$ cat config.mk
export PLATFORM = sky130hd
export DESIGN_NAME = shbp_host_port
export DESIGN_NICKNAME = d
export VERILOG_FILES = /design/src/verilog/shbp_pkg.sv /design/src/verilog/shbp_flag_bus.sv /design/src/verilog/shbp_pin_sync.sv /design/src/verilog/shbp_host_port.sv
export VERILOG_INCLUDE_DIRS = /design/src /design/src/verilog
export SDC_FILE = /design/constraint.sdc
export NUM_CORES = 1
export LEC_CHECK = 0
export ABC_AREA = 1
export BUFFER_PORTS_ARGS = -buffer_cell sky130_fd_sc_hd__buf_2
export CORE_UTILIZATION = 50
export DETAILED_ROUTE_END_ITERATION = 8
export GPL_TIMING_DRIVEN = 0
export PLACE_DENSITY = 0.76
export SLEW_MARGIN = 40
export SYNTH_ARGS = -nofsm -noshare
export SYNTH_HDL_FRONTEND = slang
export SYNTH_SLANG_ARGS = --single-unit
$ cat constraint.sdc
create_clock -name core_clk -period 1.5 [get_ports core_clk]
set_input_delay 0.225 -clock core_clk [delete_from_list [all_inputs] [get_ports core_clk]]
set_output_delay 0.225 -clock core_clk [all_outputs]
set_load 0.02 [all_outputs]
$ cat src/verilog/shbp_defs.svh
// constants for the slave host buffer port: status layout, vector, pins
`ifndef SHBP_DEFS_SVH
`define SHBP_DEFS_SVH
`define SHBP_ST_OUT_FULL 0
`define SHBP_ST_IN_FULL 1
`define SHBP_ST_USER_F0 2
`define SHBP_ST_CMD_DATA 3
`define SHBP_ST_USER_LO 4
`define SHBP_ST_USER_HI 7
`define SHBP_IRQ_VECTOR 12'h003
`define SHBP_PIN_OUT_FULL 4
`define SHBP_PIN_IN_FULL 5
`define SHBP_PIN_DMA_REQ 6
`define SHBP_PIN_DMA_ACK 7
`define SHBP_BYTE_RESET 8'h00
`endif

$ cat src/verilog/shbp_pkg.sv
// types for the slave host buffer port
`default_nettype none
package shbp_pkg;
  typedef logic [7:0] shbp_byte_t;
  // internal processor flag operations on the two user flags
  typedef enum logic [1:0] {
    SHBP_FLAG_NONE,
    SHBP_FLAG_CLEAR,
    SHBP_FLAG_TOGGLE
  } shbp_flag_op_t;
  // state of the input-full interrupt sequencer
  typedef enum logic [0:0] {
    SHBP_IRQ_IDLE,
    SHBP_IRQ_IN_SERVICE
  } shbp_irq_state_t;
endpackage
`default_nettype wire

$ cat src/verilog/shbp_flag_bus.sv
// interface carrying the host-side strobes from pin sync into the core
`timescale 1ns/1ps
`default_nettype none
interface shbp_flag_bus;
  logic rd_pulse;
  logic wr_pulse;
  logic sel_line;
  logic [7:0] wr_data;
  modport sync (output rd_pulse, output wr_pulse, output sel_line,
    output wr_data);
  modport core (input rd_pulse, input wr_pulse, input sel_line,
    input wr_data);
endinterface
`default_nettype wire

$ cat src/verilog/shbp_pin_sync.sv
// pin synchroniser and strobe edge detector for the master bus
`timescale 1ns/1ps
`default_nettype none
module shbp_pin_sync (
  input wire logic core_clk, // controller clock
  input wire logic nrst, // async reset, active low
  input wire logic cs_n, // chip select pin
  input wire logic sel_pin, // register select pin
  input wire logic rd_n, // read strobe pin
  input wire logic wr_n, // write strobe pin
  input wire logic [7:0] data_pin, // data bus input
  input wire logic dma_ack_in_pin, // dma acknowledge pin
  input wire logic dma_en, // dma handshake lines enabled
  shbp_flag_bus.sync bus // synchronised strobes
);
  logic [4:0] s1;
  logic [4:0] s2;
  logic [7:0] d1;
  logic [7:0] d2;
  logic rd_prev;
  logic wr_prev;
  wire ack_on = dma_en & s2[4];
  // acknowledge forces select and register-select low internally
  wire cs_eff = ~s2[0] | ack_on;
  wire sel_eff = s2[1] & ~ack_on;
  wire rd_act = cs_eff & ~s2[2];
  wire wr_act = cs_eff & ~s2[3];

  // two stages on every pin; data is latched on the strobe's trailing edge later
  always_ff @(posedge core_clk or negedge nrst) begin
    if (!nrst) begin
      s1 <= 5'h0F;
      s2 <= 5'h0F;
      d1 <= 8'h00;
      d2 <= 8'h00;
      rd_prev <= 1'b0;
      wr_prev <= 1'b0;
    end else begin
      s1 <= {dma_ack_in_pin, wr_n, rd_n, sel_pin, cs_n};
      s2 <= s1;
      d1 <= data_pin;
      d2 <= d1;
      rd_prev <= rd_act;
      wr_prev <= wr_act;
    end
  end

  // act once, on the trailing edge of each strobe
  assign bus.rd_pulse = rd_prev & ~rd_act;
  assign bus.wr_pulse = wr_prev & ~wr_act;
  assign bus.sel_line = sel_eff;
  assign bus.wr_data = d2;
endmodule // shbp_pin_sync
`default_nettype wire

$ cat src/verilog/shbp_host_port.sv
// host-side buffer port: status, input and output buffers, interrupt
// What this block does
// - three byte registers: status, input, output
// - decode select, register-select, read, write strobes
// - bit 0 out-full: set on load, clear on read
// - bit 1 in-full: set master write, clear read
// - processor reads input only when in-full set
// - user flag zero owned by internal processor
// - cmd/data flag captures register-select on write
// - upper four status bits loaded by processor
// - processor tests flags, cannot read them
// - processor checks out-full before loading output
// - enabled in-full interrupt calls vector 03H
// - write during service sets pending, recalls later
// - return-restore rearms the input-full interrupt
// - disable keeps pending; call or reset clears
// - flag pins show out-full, in-full on port2
// - dma request/acknowledge on port2 bits 6,7
`timescale 1ns/1ps
`default_nettype none
`include "shbp_defs.svh"
module shbp_host_port
  import shbp_pkg::*;
(
  input wire logic core_clk, // controller clock, 250 MHz
  input wire logic nrst, // async reset, active low
  input wire logic cs_n, // master chip select, active low
  input wire logic sel_pin, // register select line
  input wire logic rd_n, // master read strobe, active low
  input wire logic wr_n, // master write strobe, active low
  input wire logic [7:0] data_in, // master data bus in
  output logic [7:0] data_out, // master data bus out
  output logic data_oe, // high while driving the data bus
  input wire logic dma_ack_in_pin, // port2 bit7 dma acknowledge pin
  output logic [3:0] port2_hi, // port2 bits 7..4 alternate outputs
  output logic [3:0] port2_hi_oe, // enables for port2 bits 7..4
  input wire logic cpu_wr_out, // processor loads output buffer
  input wire logic [7:0] cpu_acc, // processor accumulator
  input wire logic cpu_rd_in, // processor reads input buffer
  output logic [7:0] cpu_in_data, // input buffer to processor
  input wire logic cpu_ld_status, // processor loads status bits 7..4
  input wire shbp_flag_op_t cpu_f0_op, // clear or toggle flag zero
  input wire shbp_flag_op_t cpu_f1_op, // clear or toggle cmd/data flag
  input wire logic cpu_irq_en, // in-full interrupt enable op
  input wire logic cpu_irq_dis, // in-full interrupt disable op
  input wire logic cpu_return_restore_op, // return-restore executed
  input wire logic cpu_flags_en, // host interrupt pins enable op
  input wire logic cpu_dma_en, // dma handshake enable op
  input wire logic cpu_dma_req, // processor raises dma request
  output logic test_out_full, // branch test: out-full
  output logic test_in_full, // branch test: in-full
  output logic test_f0, // branch test: flag zero
  output logic test_f1, // branch test: cmd/data flag
  output logic call_req, // one-cycle vectored call request
  output logic [11:0] call_vector // vector address of the call
);
  ////////////////////////////////////////////////////////////////////
  // pin side
  shbp_flag_bus hb();
  logic dma_en;
  shbp_pin_sync u_sync (
    .core_clk(core_clk),
    .nrst(nrst),
    .cs_n(cs_n),
    .sel_pin(sel_pin),
    .rd_n(rd_n),
    .wr_n(wr_n),
    .data_pin(data_in),
    .dma_ack_in_pin(dma_ack_in_pin),
    .dma_en(dma_en),
    .bus(hb.sync)
  );

  ////////////////////////////////////////////////////////////////////
  // registers and flags
  shbp_byte_t in_buf; // host_in_buffer
  shbp_byte_t out_buf; // host_out_buffer
  logic out_full_flag;
  logic in_full_flag;
  logic user_flag_zero;
  logic cmd_data_flag;
  logic [3:0] user_bits;
  logic irq_en;
  logic pending;
  logic flags_en;
  logic dma_req;
  shbp_irq_state_t irq_state;

  // read decode: low select reads output buffer, high reads status
  wire rd_out = hb.rd_pulse & ~hb.sel_line;
  wire [7:0] status = {user_bits, cmd_data_flag, user_flag_zero,
    in_full_flag, out_full_flag};
  wire [7:0] next_data = hb.sel_line ? status : out_buf;

  // read data is registered every cycle from the select line and the registers
  always_ff @(posedge core_clk or negedge nrst) begin
    if (!nrst) begin
      data_out <= `SHBP_BYTE_RESET;
    end else begin
      data_out <= next_data;
    end
  end

  // the bus is driven only while a selected read strobe is low; the pins
  // get their own two stages so no gate sits ahead of the synchroniser
  logic [2:0] oe_s1; // {ack, read strobe, select} first stage
  logic [2:0] oe_s2;
  wire rd_level = (~oe_s2[0] | (dma_en & oe_s2[2])) & ~oe_s2[1];
  always_ff @(posedge core_clk or negedge nrst) begin
    if (!nrst) begin
      oe_s1 <= 3'h3;
      oe_s2 <= 3'h3;
      data_oe <= 1'b0;
    end else begin
      oe_s1 <= {dma_ack_in_pin, rd_n, cs_n};
      oe_s2 <= oe_s1;
      data_oe <= rd_level;
    end
  end

  // host writes land in the input buffer while selected, at any register-select level
  always_ff @(posedge core_clk or negedge nrst) begin
    if (!nrst) begin
      in_buf <= `SHBP_BYTE_RESET;
      out_buf <= `SHBP_BYTE_RESET;
      user_bits <= 4'h0;
    end else begin
      if (hb.wr_pulse) in_buf <= hb.wr_data;
      if (cpu_wr_out) out_buf <= cpu_acc;
      if (cpu_ld_status) user_bits <= cpu_acc[7:4];
    end
  end

  // set wins over clear for both handshake flags
  wire next_out_full = cpu_wr_out | (out_full_flag & ~rd_out);
  wire next_in_full = hb.wr_pulse | (in_full_flag & ~cpu_rd_in);
  always_ff @(posedge core_clk or negedge nrst) begin
    if (!nrst) begin
      out_full_flag <= 1'b0;
      in_full_flag <= 1'b0;
    end else begin
      out_full_flag <= next_out_full;
      in_full_flag <= next_in_full;
    end
  end

  // user flags; a host write capture of select beats the processor op
  function automatic logic flag_step(input logic cur,
    input shbp_flag_op_t op);
    flag_step = (op == SHBP_FLAG_CLEAR) ? 1'b0 :
      (op == SHBP_FLAG_TOGGLE) ? ~cur : cur;
  endfunction
  always_ff @(posedge core_clk or negedge nrst) begin
    if (!nrst) begin
      user_flag_zero <= 1'b0;
      cmd_data_flag <= 1'b0;
    end else begin
      user_flag_zero <= flag_step(user_flag_zero, cpu_f0_op);
      if (hb.wr_pulse) cmd_data_flag <= hb.sel_line;
      else cmd_data_flag <= flag_step(cmd_data_flag, cpu_f1_op);
    end
  end

  // processor sees the flags only as branch conditions
  assign test_out_full = out_full_flag;
  assign test_in_full = in_full_flag;
  assign test_f0 = user_flag_zero;
  assign test_f1 = cmd_data_flag;
  assign cpu_in_data = in_buf;

  ////////////////////////////////////////////////////////////////////
  // input-full interrupt
  wire irq_hit = hb.wr_pulse & irq_en;
  wire fire_idle = (irq_state == SHBP_IRQ_IDLE) & (irq_hit | pending);
  wire fire_ret = (irq_state == SHBP_IRQ_IN_SERVICE) & cpu_return_restore_op &
    (pending | irq_hit);
  wire fire = fire_idle | fire_ret;

  always_ff @(posedge core_clk or negedge nrst) begin
    if (!nrst) begin
      irq_en <= 1'b0;
    end else if (cpu_irq_en) begin
      irq_en <= 1'b1;
    end else if (cpu_irq_dis) begin
      irq_en <= 1'b0;
    end
  end

  // pending survives a disable; only the call itself or reset clears it
  always_ff @(posedge core_clk or negedge nrst) begin
    if (!nrst) begin
      pending <= 1'b0;
    end else if (fire) begin
      pending <= 1'b0;
    end else if (irq_hit & (irq_state == SHBP_IRQ_IN_SERVICE)) begin
      pending <= 1'b1;
    end
  end

  // service state: entered by the call, left by return-restore
  always_ff @(posedge core_clk or negedge nrst) begin
    if (!nrst) begin
      irq_state <= SHBP_IRQ_IDLE;
      call_req <= 1'b0;
    end else begin
      call_req <= fire;
      case (irq_state)
        SHBP_IRQ_IDLE: begin
          if (fire) irq_state <= SHBP_IRQ_IN_SERVICE;
        end
        SHBP_IRQ_IN_SERVICE: begin
          if (cpu_return_restore_op && !fire) irq_state <= SHBP_IRQ_IDLE;
        end
        default: irq_state <= SHBP_IRQ_IDLE;
      endcase
    end
  end
  assign call_vector = `SHBP_IRQ_VECTOR;

  ////////////////////////////////////////////////////////////////////
  // port2 alternate functions
  logic dma_ack_in_a;
  logic dma_ack_in_sync;
  wire ack_now = hb.wr_pulse | hb.rd_pulse;
  always_ff @(posedge core_clk or negedge nrst) begin
    if (!nrst) begin
      flags_en <= 1'b0;
      dma_en <= 1'b0;
      dma_req <= 1'b0;
    end else begin
      if (cpu_flags_en) flags_en <= 1'b1;
      if (cpu_dma_en) dma_en <= 1'b1;
      if (cpu_dma_req) dma_req <= 1'b1;
      else if (dma_en & ack_now & dma_ack_in_sync) dma_req <= 1'b0;
    end
  end

  // acknowledge sampled through two stages before use
  always_ff @(posedge core_clk or negedge nrst) begin
    if (!nrst) begin
      dma_ack_in_a <= 1'b0;
      dma_ack_in_sync <= 1'b0;
    end else begin
      dma_ack_in_a <= dma_ack_in_pin;
      dma_ack_in_sync <= dma_ack_in_a;
    end
  end

  // outputs registered; bit 7 is an input so its enable stays low
  always_ff @(posedge core_clk or negedge nrst) begin
    if (!nrst) begin
      port2_hi <= 4'h0;
      port2_hi_oe <= 4'h0;
    end else begin
      port2_hi <= {1'b0, dma_req, next_in_full, next_out_full};
      port2_hi_oe <= {1'b0, dma_en, flags_en, flags_en};
    end
  end
endmodule // shbp_host_port
`default_nettype wire

== Yosys cells after proc, flatten, opt, wreduce, memory -nomap -nowiden ==
Index checks and enable logic that the tools add are counted.
Operators by class
  equality and inequality tests: 4
  reduce and logical (&&, ||, !) cells: 7
  bitwise gates (word level): 39
  muxes and demuxes: 15
Operators by type and width (count)
  bitwise AND 1 bit: 18
  NOT 1 bit: 14
  2-to-1 mux 1 bit: 13
  2-to-1 mux 8 bit: 1
  nonzero test 2 bit: 4
  OR 1 bit: 7
  == test 2 x 1 -> 1 bit, second input constant: 2
  == test 2 bit, second input constant: 2
  nonzero test 3 bit: 1
  one-hot mux 1 bit (2 select lines): 1
  logical AND 1 bit: 1
  zero test 1 bit: 1
Storage, ports and cells
  output and inout bits: 42
  logic and storage cells: 93
  register bits: 82
  input bits: 36

== Logic depth before layout (Yosys ltp) ==
  word-level depth: 13
  gate-level depth with buffers: 8
  gate-level depth less buffers: 8

== Modules after synthesis ==
From an unflattened synthesis, not the netlist that was laid out.
Second synthesis, totals
  cell total of the unflattened synthesis: 218
  area total of the unflattened synthesis: 2668.8 sq um
Modules (own cells, without submodules)
  shbp_host_port: cells an instance 179, instances 1, area an instance 1895.6 sq um, seq. area each 1231.2 sq um
  shbp_pin_sync: cells an instance 39, instances 1, area an instance 773.2 sq um, seq. area each 710.7 sq um

== Worst setup path after synthesis ==
Ideal clock, no wire load.
  kind: register to register
  start point: reg oe_s2[0] (netlist name)
  end point: reg cmd_data_flag, in the netlist test_f1
  setup time: 113 ps
  buffers on the path: 0
  data required time: 1387 ps
  clock period less this slack: 1045 ps
  stages on the path, launching flop included: 8
  arrival: 932 ps
  slack: 455 ps
  path through: dfstp_2 -> nand2_2 -> nand2_2 -> nand2_2 -> inv_4 -> nand2_1 -> nand2_1 -> inv_1
RTL lines
  end signal, assigned: line shbp_host_port.sv:159  | if (hb.wr_pulse) cmd_data_flag <= hb.sel_line;
  end signal, assigned: line shbp_host_port.sv:160  | else cmd_data_flag <= flag_step(cmd_data_flag, cpu_f1_op);
  end, declared: line shbp_host_port.sv:81  | logic cmd_data_flag;

== Worst setup path in the final report ==
  start point: reg port2_hi[0]
  end point: out port2_hi[0]
RTL lines
  start, declared: line shbp_host_port.sv:35  | output logic [3:0] port2_hi,
  start signal, assigned: line shbp_host_port.sv:255  | port2_hi <= {1'b0, dma_req, next_in_full, next_out_full};
No word-level cell between the ends.

==> impl_summary.md <==
STA
The smallest clock period supported by the final layout is computed as 1.24 ns. Setup slack on the critical path of the routed design comes to 0.260 ns. The final-report setup violation count is 0. The share of the cycle needed by the critical path after routing is 0.827.

On the final layout, the worst clock skew is 0.00699 ns. The final-report max-slew violation count is 0. The setup TNS is 0 ns. Setup repair after global routing left no endpoint under its margin. The maximum operating frequency is 806 MHz.

The count of final hold-check violations is 0.

Synth
The per-instance average area after synthesis is 11.3 sq um. The predominant post-synthesis flop cell is sky130_fd_sc_hd__dfrtp_1. sky130_fd_sc_hd__nand2_1 is the most common cell in the netlist. The Yosys step of the flow raised 0 warnings.

Sorting the synthesized cells by area gives the leading types as sky130_fd_sc_hd__dfrtp_1, sky130_fd_sc_hd__nand2_1, sky130_fd_sc_hd__dfstp_2. The synthesized design contains 70 register bits. The synthesized design spends more area on one cell type than any other, namely sky130_fd_sc_hd__dfrtp_1.

The count of flip-flops with a built-in enable after synthesis is 0. By count the netlist is led by sky130_fd_sc_hd__nand2_1, sky130_fd_sc_hd__dfrtp_1, sky130_fd_sc_hd__inv_1, sky130_fd_sc_hd__buf_4, sky130_fd_sc_hd__o21ai_0. The number of library cell types mapped by synthesis is 23. The fraction of registers with async set/reset is 1.00. The count of mapped cells out of synthesis is 218. The fraction of post-synthesis cell area in the top cell type by area is 0.628. Of the synthesized area, sequential elements account for 0.714. The post-synthesis cell area is 2470 sq um.

Clocking
The post-cts gate resize count is 0. The number of clock sinks is 70. The register clock-pin slew on the reported worst setup and hold paths is 0.07 ns. The total CTS buffers is 9. The tree is rooted in a sky130_fd_sc_hd__clkbuf_8. The H-tree depth reported by CTS is 3. TritonCTS built the clock tree. The later pin in the worst-skew pair is clocked with a latency of 0.33 ns. The maximum clock path buffer count is 2.

Final layout
Across the whole layout, storage elements account for 1760 sq um. The number of fill cells is 366. After routing the design area is 3250 sq um. The post-synthesis to final-layout area growth is 31.7%. The number of nets in the final layout is 355. The area occupied by multi-input gates is 519 sq um. For this run, the number of standard cells in the final layout without fillers is 390.

The number of antenna diodes in the final layout is 0. The fraction of layout instances using a drive strength above 1 is 0.350.

Min path
The path class of the tightest hold or removal check is input pin to flop.

Global routing
The sum of overflow across all layers after global routing is 0. The global-route total usage across every layer is 0.168. The initial antenna violation count was 0. The via count of the first global-routing pass is 1,406.

The first global-routing pass estimated 6270 um of wire. The largest net degree at the start of global routing is 37.

Floorplan
The die span in y is 72.3 um. For this configuration, the core starts out at a cell density of 0.523. Measured along the x axis, the die boundary spans 72.3 um. The floorplan step defined a core boundary enclosing 4720 sq um.

For this design the top-level I/O count stands at 78. The floorplan step defined a die boundary enclosing 5220 sq um. The site row count is 25.

Critical path
The critical path is of the flop to output pin type. Traced cell by cell, the critical path runs through buf_4 > buf_2. On the critical path, the stage with the largest delay is an instance of sky130_fd_sc_hd__dfrtp_1. The family with the most delay on the worst path is flip-flops. On the worst path, the slowest cell contributes a delay of 0.41 ns. The category of the worst setup path capture point is an output pin. The nature of the critical path startpoint is a flop. Data on the critical path is required at its endpoint by 1.27 ns. Data arrives at the worst endpoint at 1.02 ns. The number of buffers and inverters on the critical path is 2.

Of all nets on the critical path, the largest fanout is 4.

Placed design
The minimum setup slack after placement is 0.304 ns. The number of placed cells counting well taps is 360. The placed standard-cell area is 2930 sq um.

The number of port buffers is 62. The weighted congestion reported at the end of routability-driven placement is 0.742. Summed over all nets, the half-perimeter wirelength after detailed placement is 2780 um.

Detailed routing
The DRC violation count after routing is 0. The first routing iteration left 88 violations. After detailed routing, the total wire length is 4090 um. Dividing the detail-routed via count by the number of cells gives 4.21. After detailed routing, the average wire length per cell comes to 10.5 um. The residual antenna-violating net count after detailed routing is 0. The via count of the routed design is 1,642.

The first detailed-routing pass took 4 iterations.

Power and ir drop
The power density over the cells is 1240 nW/um^2. Summed over all cells, the static leakage comes to 1.75 nW. The worst-case IR drop observed on VDD is 0.000721 V. The power after layout is 4.05 mW.

Run status
The flow ran to the end, and the final reports show no timing, DRC or antenna violations.

Job
The max capacitance violation total is 0.
kinds of logic after synthesis:
group	count (synthesis)	share of synthesized area
fa+ha+maj	1	0.00507
buf+inv	41	0.0943
simple gates	85	0.141
other cells	2	0.00304
compound gates	19	0.0431
flops	70	0.714
placed cells by master (no fill, tap or decap), types with 2 or more instances in the layout:
cell / count
sky130_fd_sc_hd__nand2_1: 72
sky130_fd_sc_hd__buf_2: 62
sky130_fd_sc_hd__dfrtp_1: 62
sky130_fd_sc_hd__inv_1: 19
sky130_fd_sc_hd__buf_4: 19
sky130_fd_sc_hd__conb_1: 14
sky130_fd_sc_hd__dlygate4sd3_1: 14
sky130_fd_sc_hd__o21ai_0: 12
sky130_fd_sc_hd__clkbuf_8: 12
sky130_fd_sc_hd__dfstp_2: 8
sky130_fd_sc_hd__nand2_2: 4
sky130_fd_sc_hd__nand3_1: 4
sky130_fd_sc_hd__a21oi_1: 3
sky130_fd_sc_hd__clkbuf_1: 3
sky130_fd_sc_hd__or2_2: 2
worst reg2reg max path, stage by stage (launching register included):
cell,delay [ns]
sky130_fd_sc_hd__dfstp_2,0.54
sky130_fd_sc_hd__nand2_1,0.17
sky130_fd_sc_hd__buf_4,0.23
sky130_fd_sc_hd__nand2_1,0.06
sky130_fd_sc_hd__o21ai_0,0.08
path summary, 6_finish.rpt:
| path | depth (start not counted) | slack [ns] | end | start |
|---|---|---|---|---|
| min in group asynchronous | 2 | 0.39 | irq_state | nrst |
| hold reg to reg | 0 | 0.35 | u_sync.bus.wr_data[6] | u_sync.d1[6] |
| setup / recovery | 2 | 0.26 | port2_hi[0] | port2_hi[0] |
| hold / removal | 2 | 0.07 | port2_hi[1] | cpu_rd_in |
| setup reg to reg | 4 | 0.31 | data_out[6] | u_sync.s2[1] |
| max in group asynchronous | 3 | 0.50 | u_sync.s1[2] | nrst |
flip-flops by register name, summed over array words and instances (netlist names), 2 cells and up:
register            cells
u_sync.d1               8
out_buf                 8
port2_hi_oe             2
u_sync.s1               4
cpu_in_data             8
port2_hi                3
user_bits               4
data_out                8
u_sync.s2               2
u_sync.bus.wr_data      8
oe_s2                   2
power by group:
part           internal (mW)  leakage [nW]  switching, mW
registers               2.05         0.813         0.0728
clock network          0.736        0.0937          0.612
logic                  0.224         0.847          0.346
total                   3.01          1.75           1.03
layer usage:
layer  global-route usage  wire length, um
met3               0.0417              141
met4                0.111               87
met1                0.203             1800
met2                0.268             2060
met5                    0                0
per-stage QoR:
step | hold slack (ns) | utilization
after detailed placement | 0.206 | 0.620
after global placement | 0.331 | 0.616
final | 0.0720 | 0.688
after CTS | 0.0601 | 0.688
after global routing | 0.0584 | 0.688
after floorplan | -0.0706 | -
cell type report:
type	count	area share
buffer	20	0.0466
timing repair buffer	77	0.145
clock inverter	1	0.00154
inverter	21	0.0250
tap	67	0.0258
multi-input combinational	119	0.160
clock buffer	15	0.0543
sequential	70	0.542
timing repair:
action | in CTS | in global routing
endpoints found under the hold margin | 48 | 0
buffers inserted | 0 | 0
hold buffers | 14 | 0
Note: power is estimated with default switching activity, not from simulation.
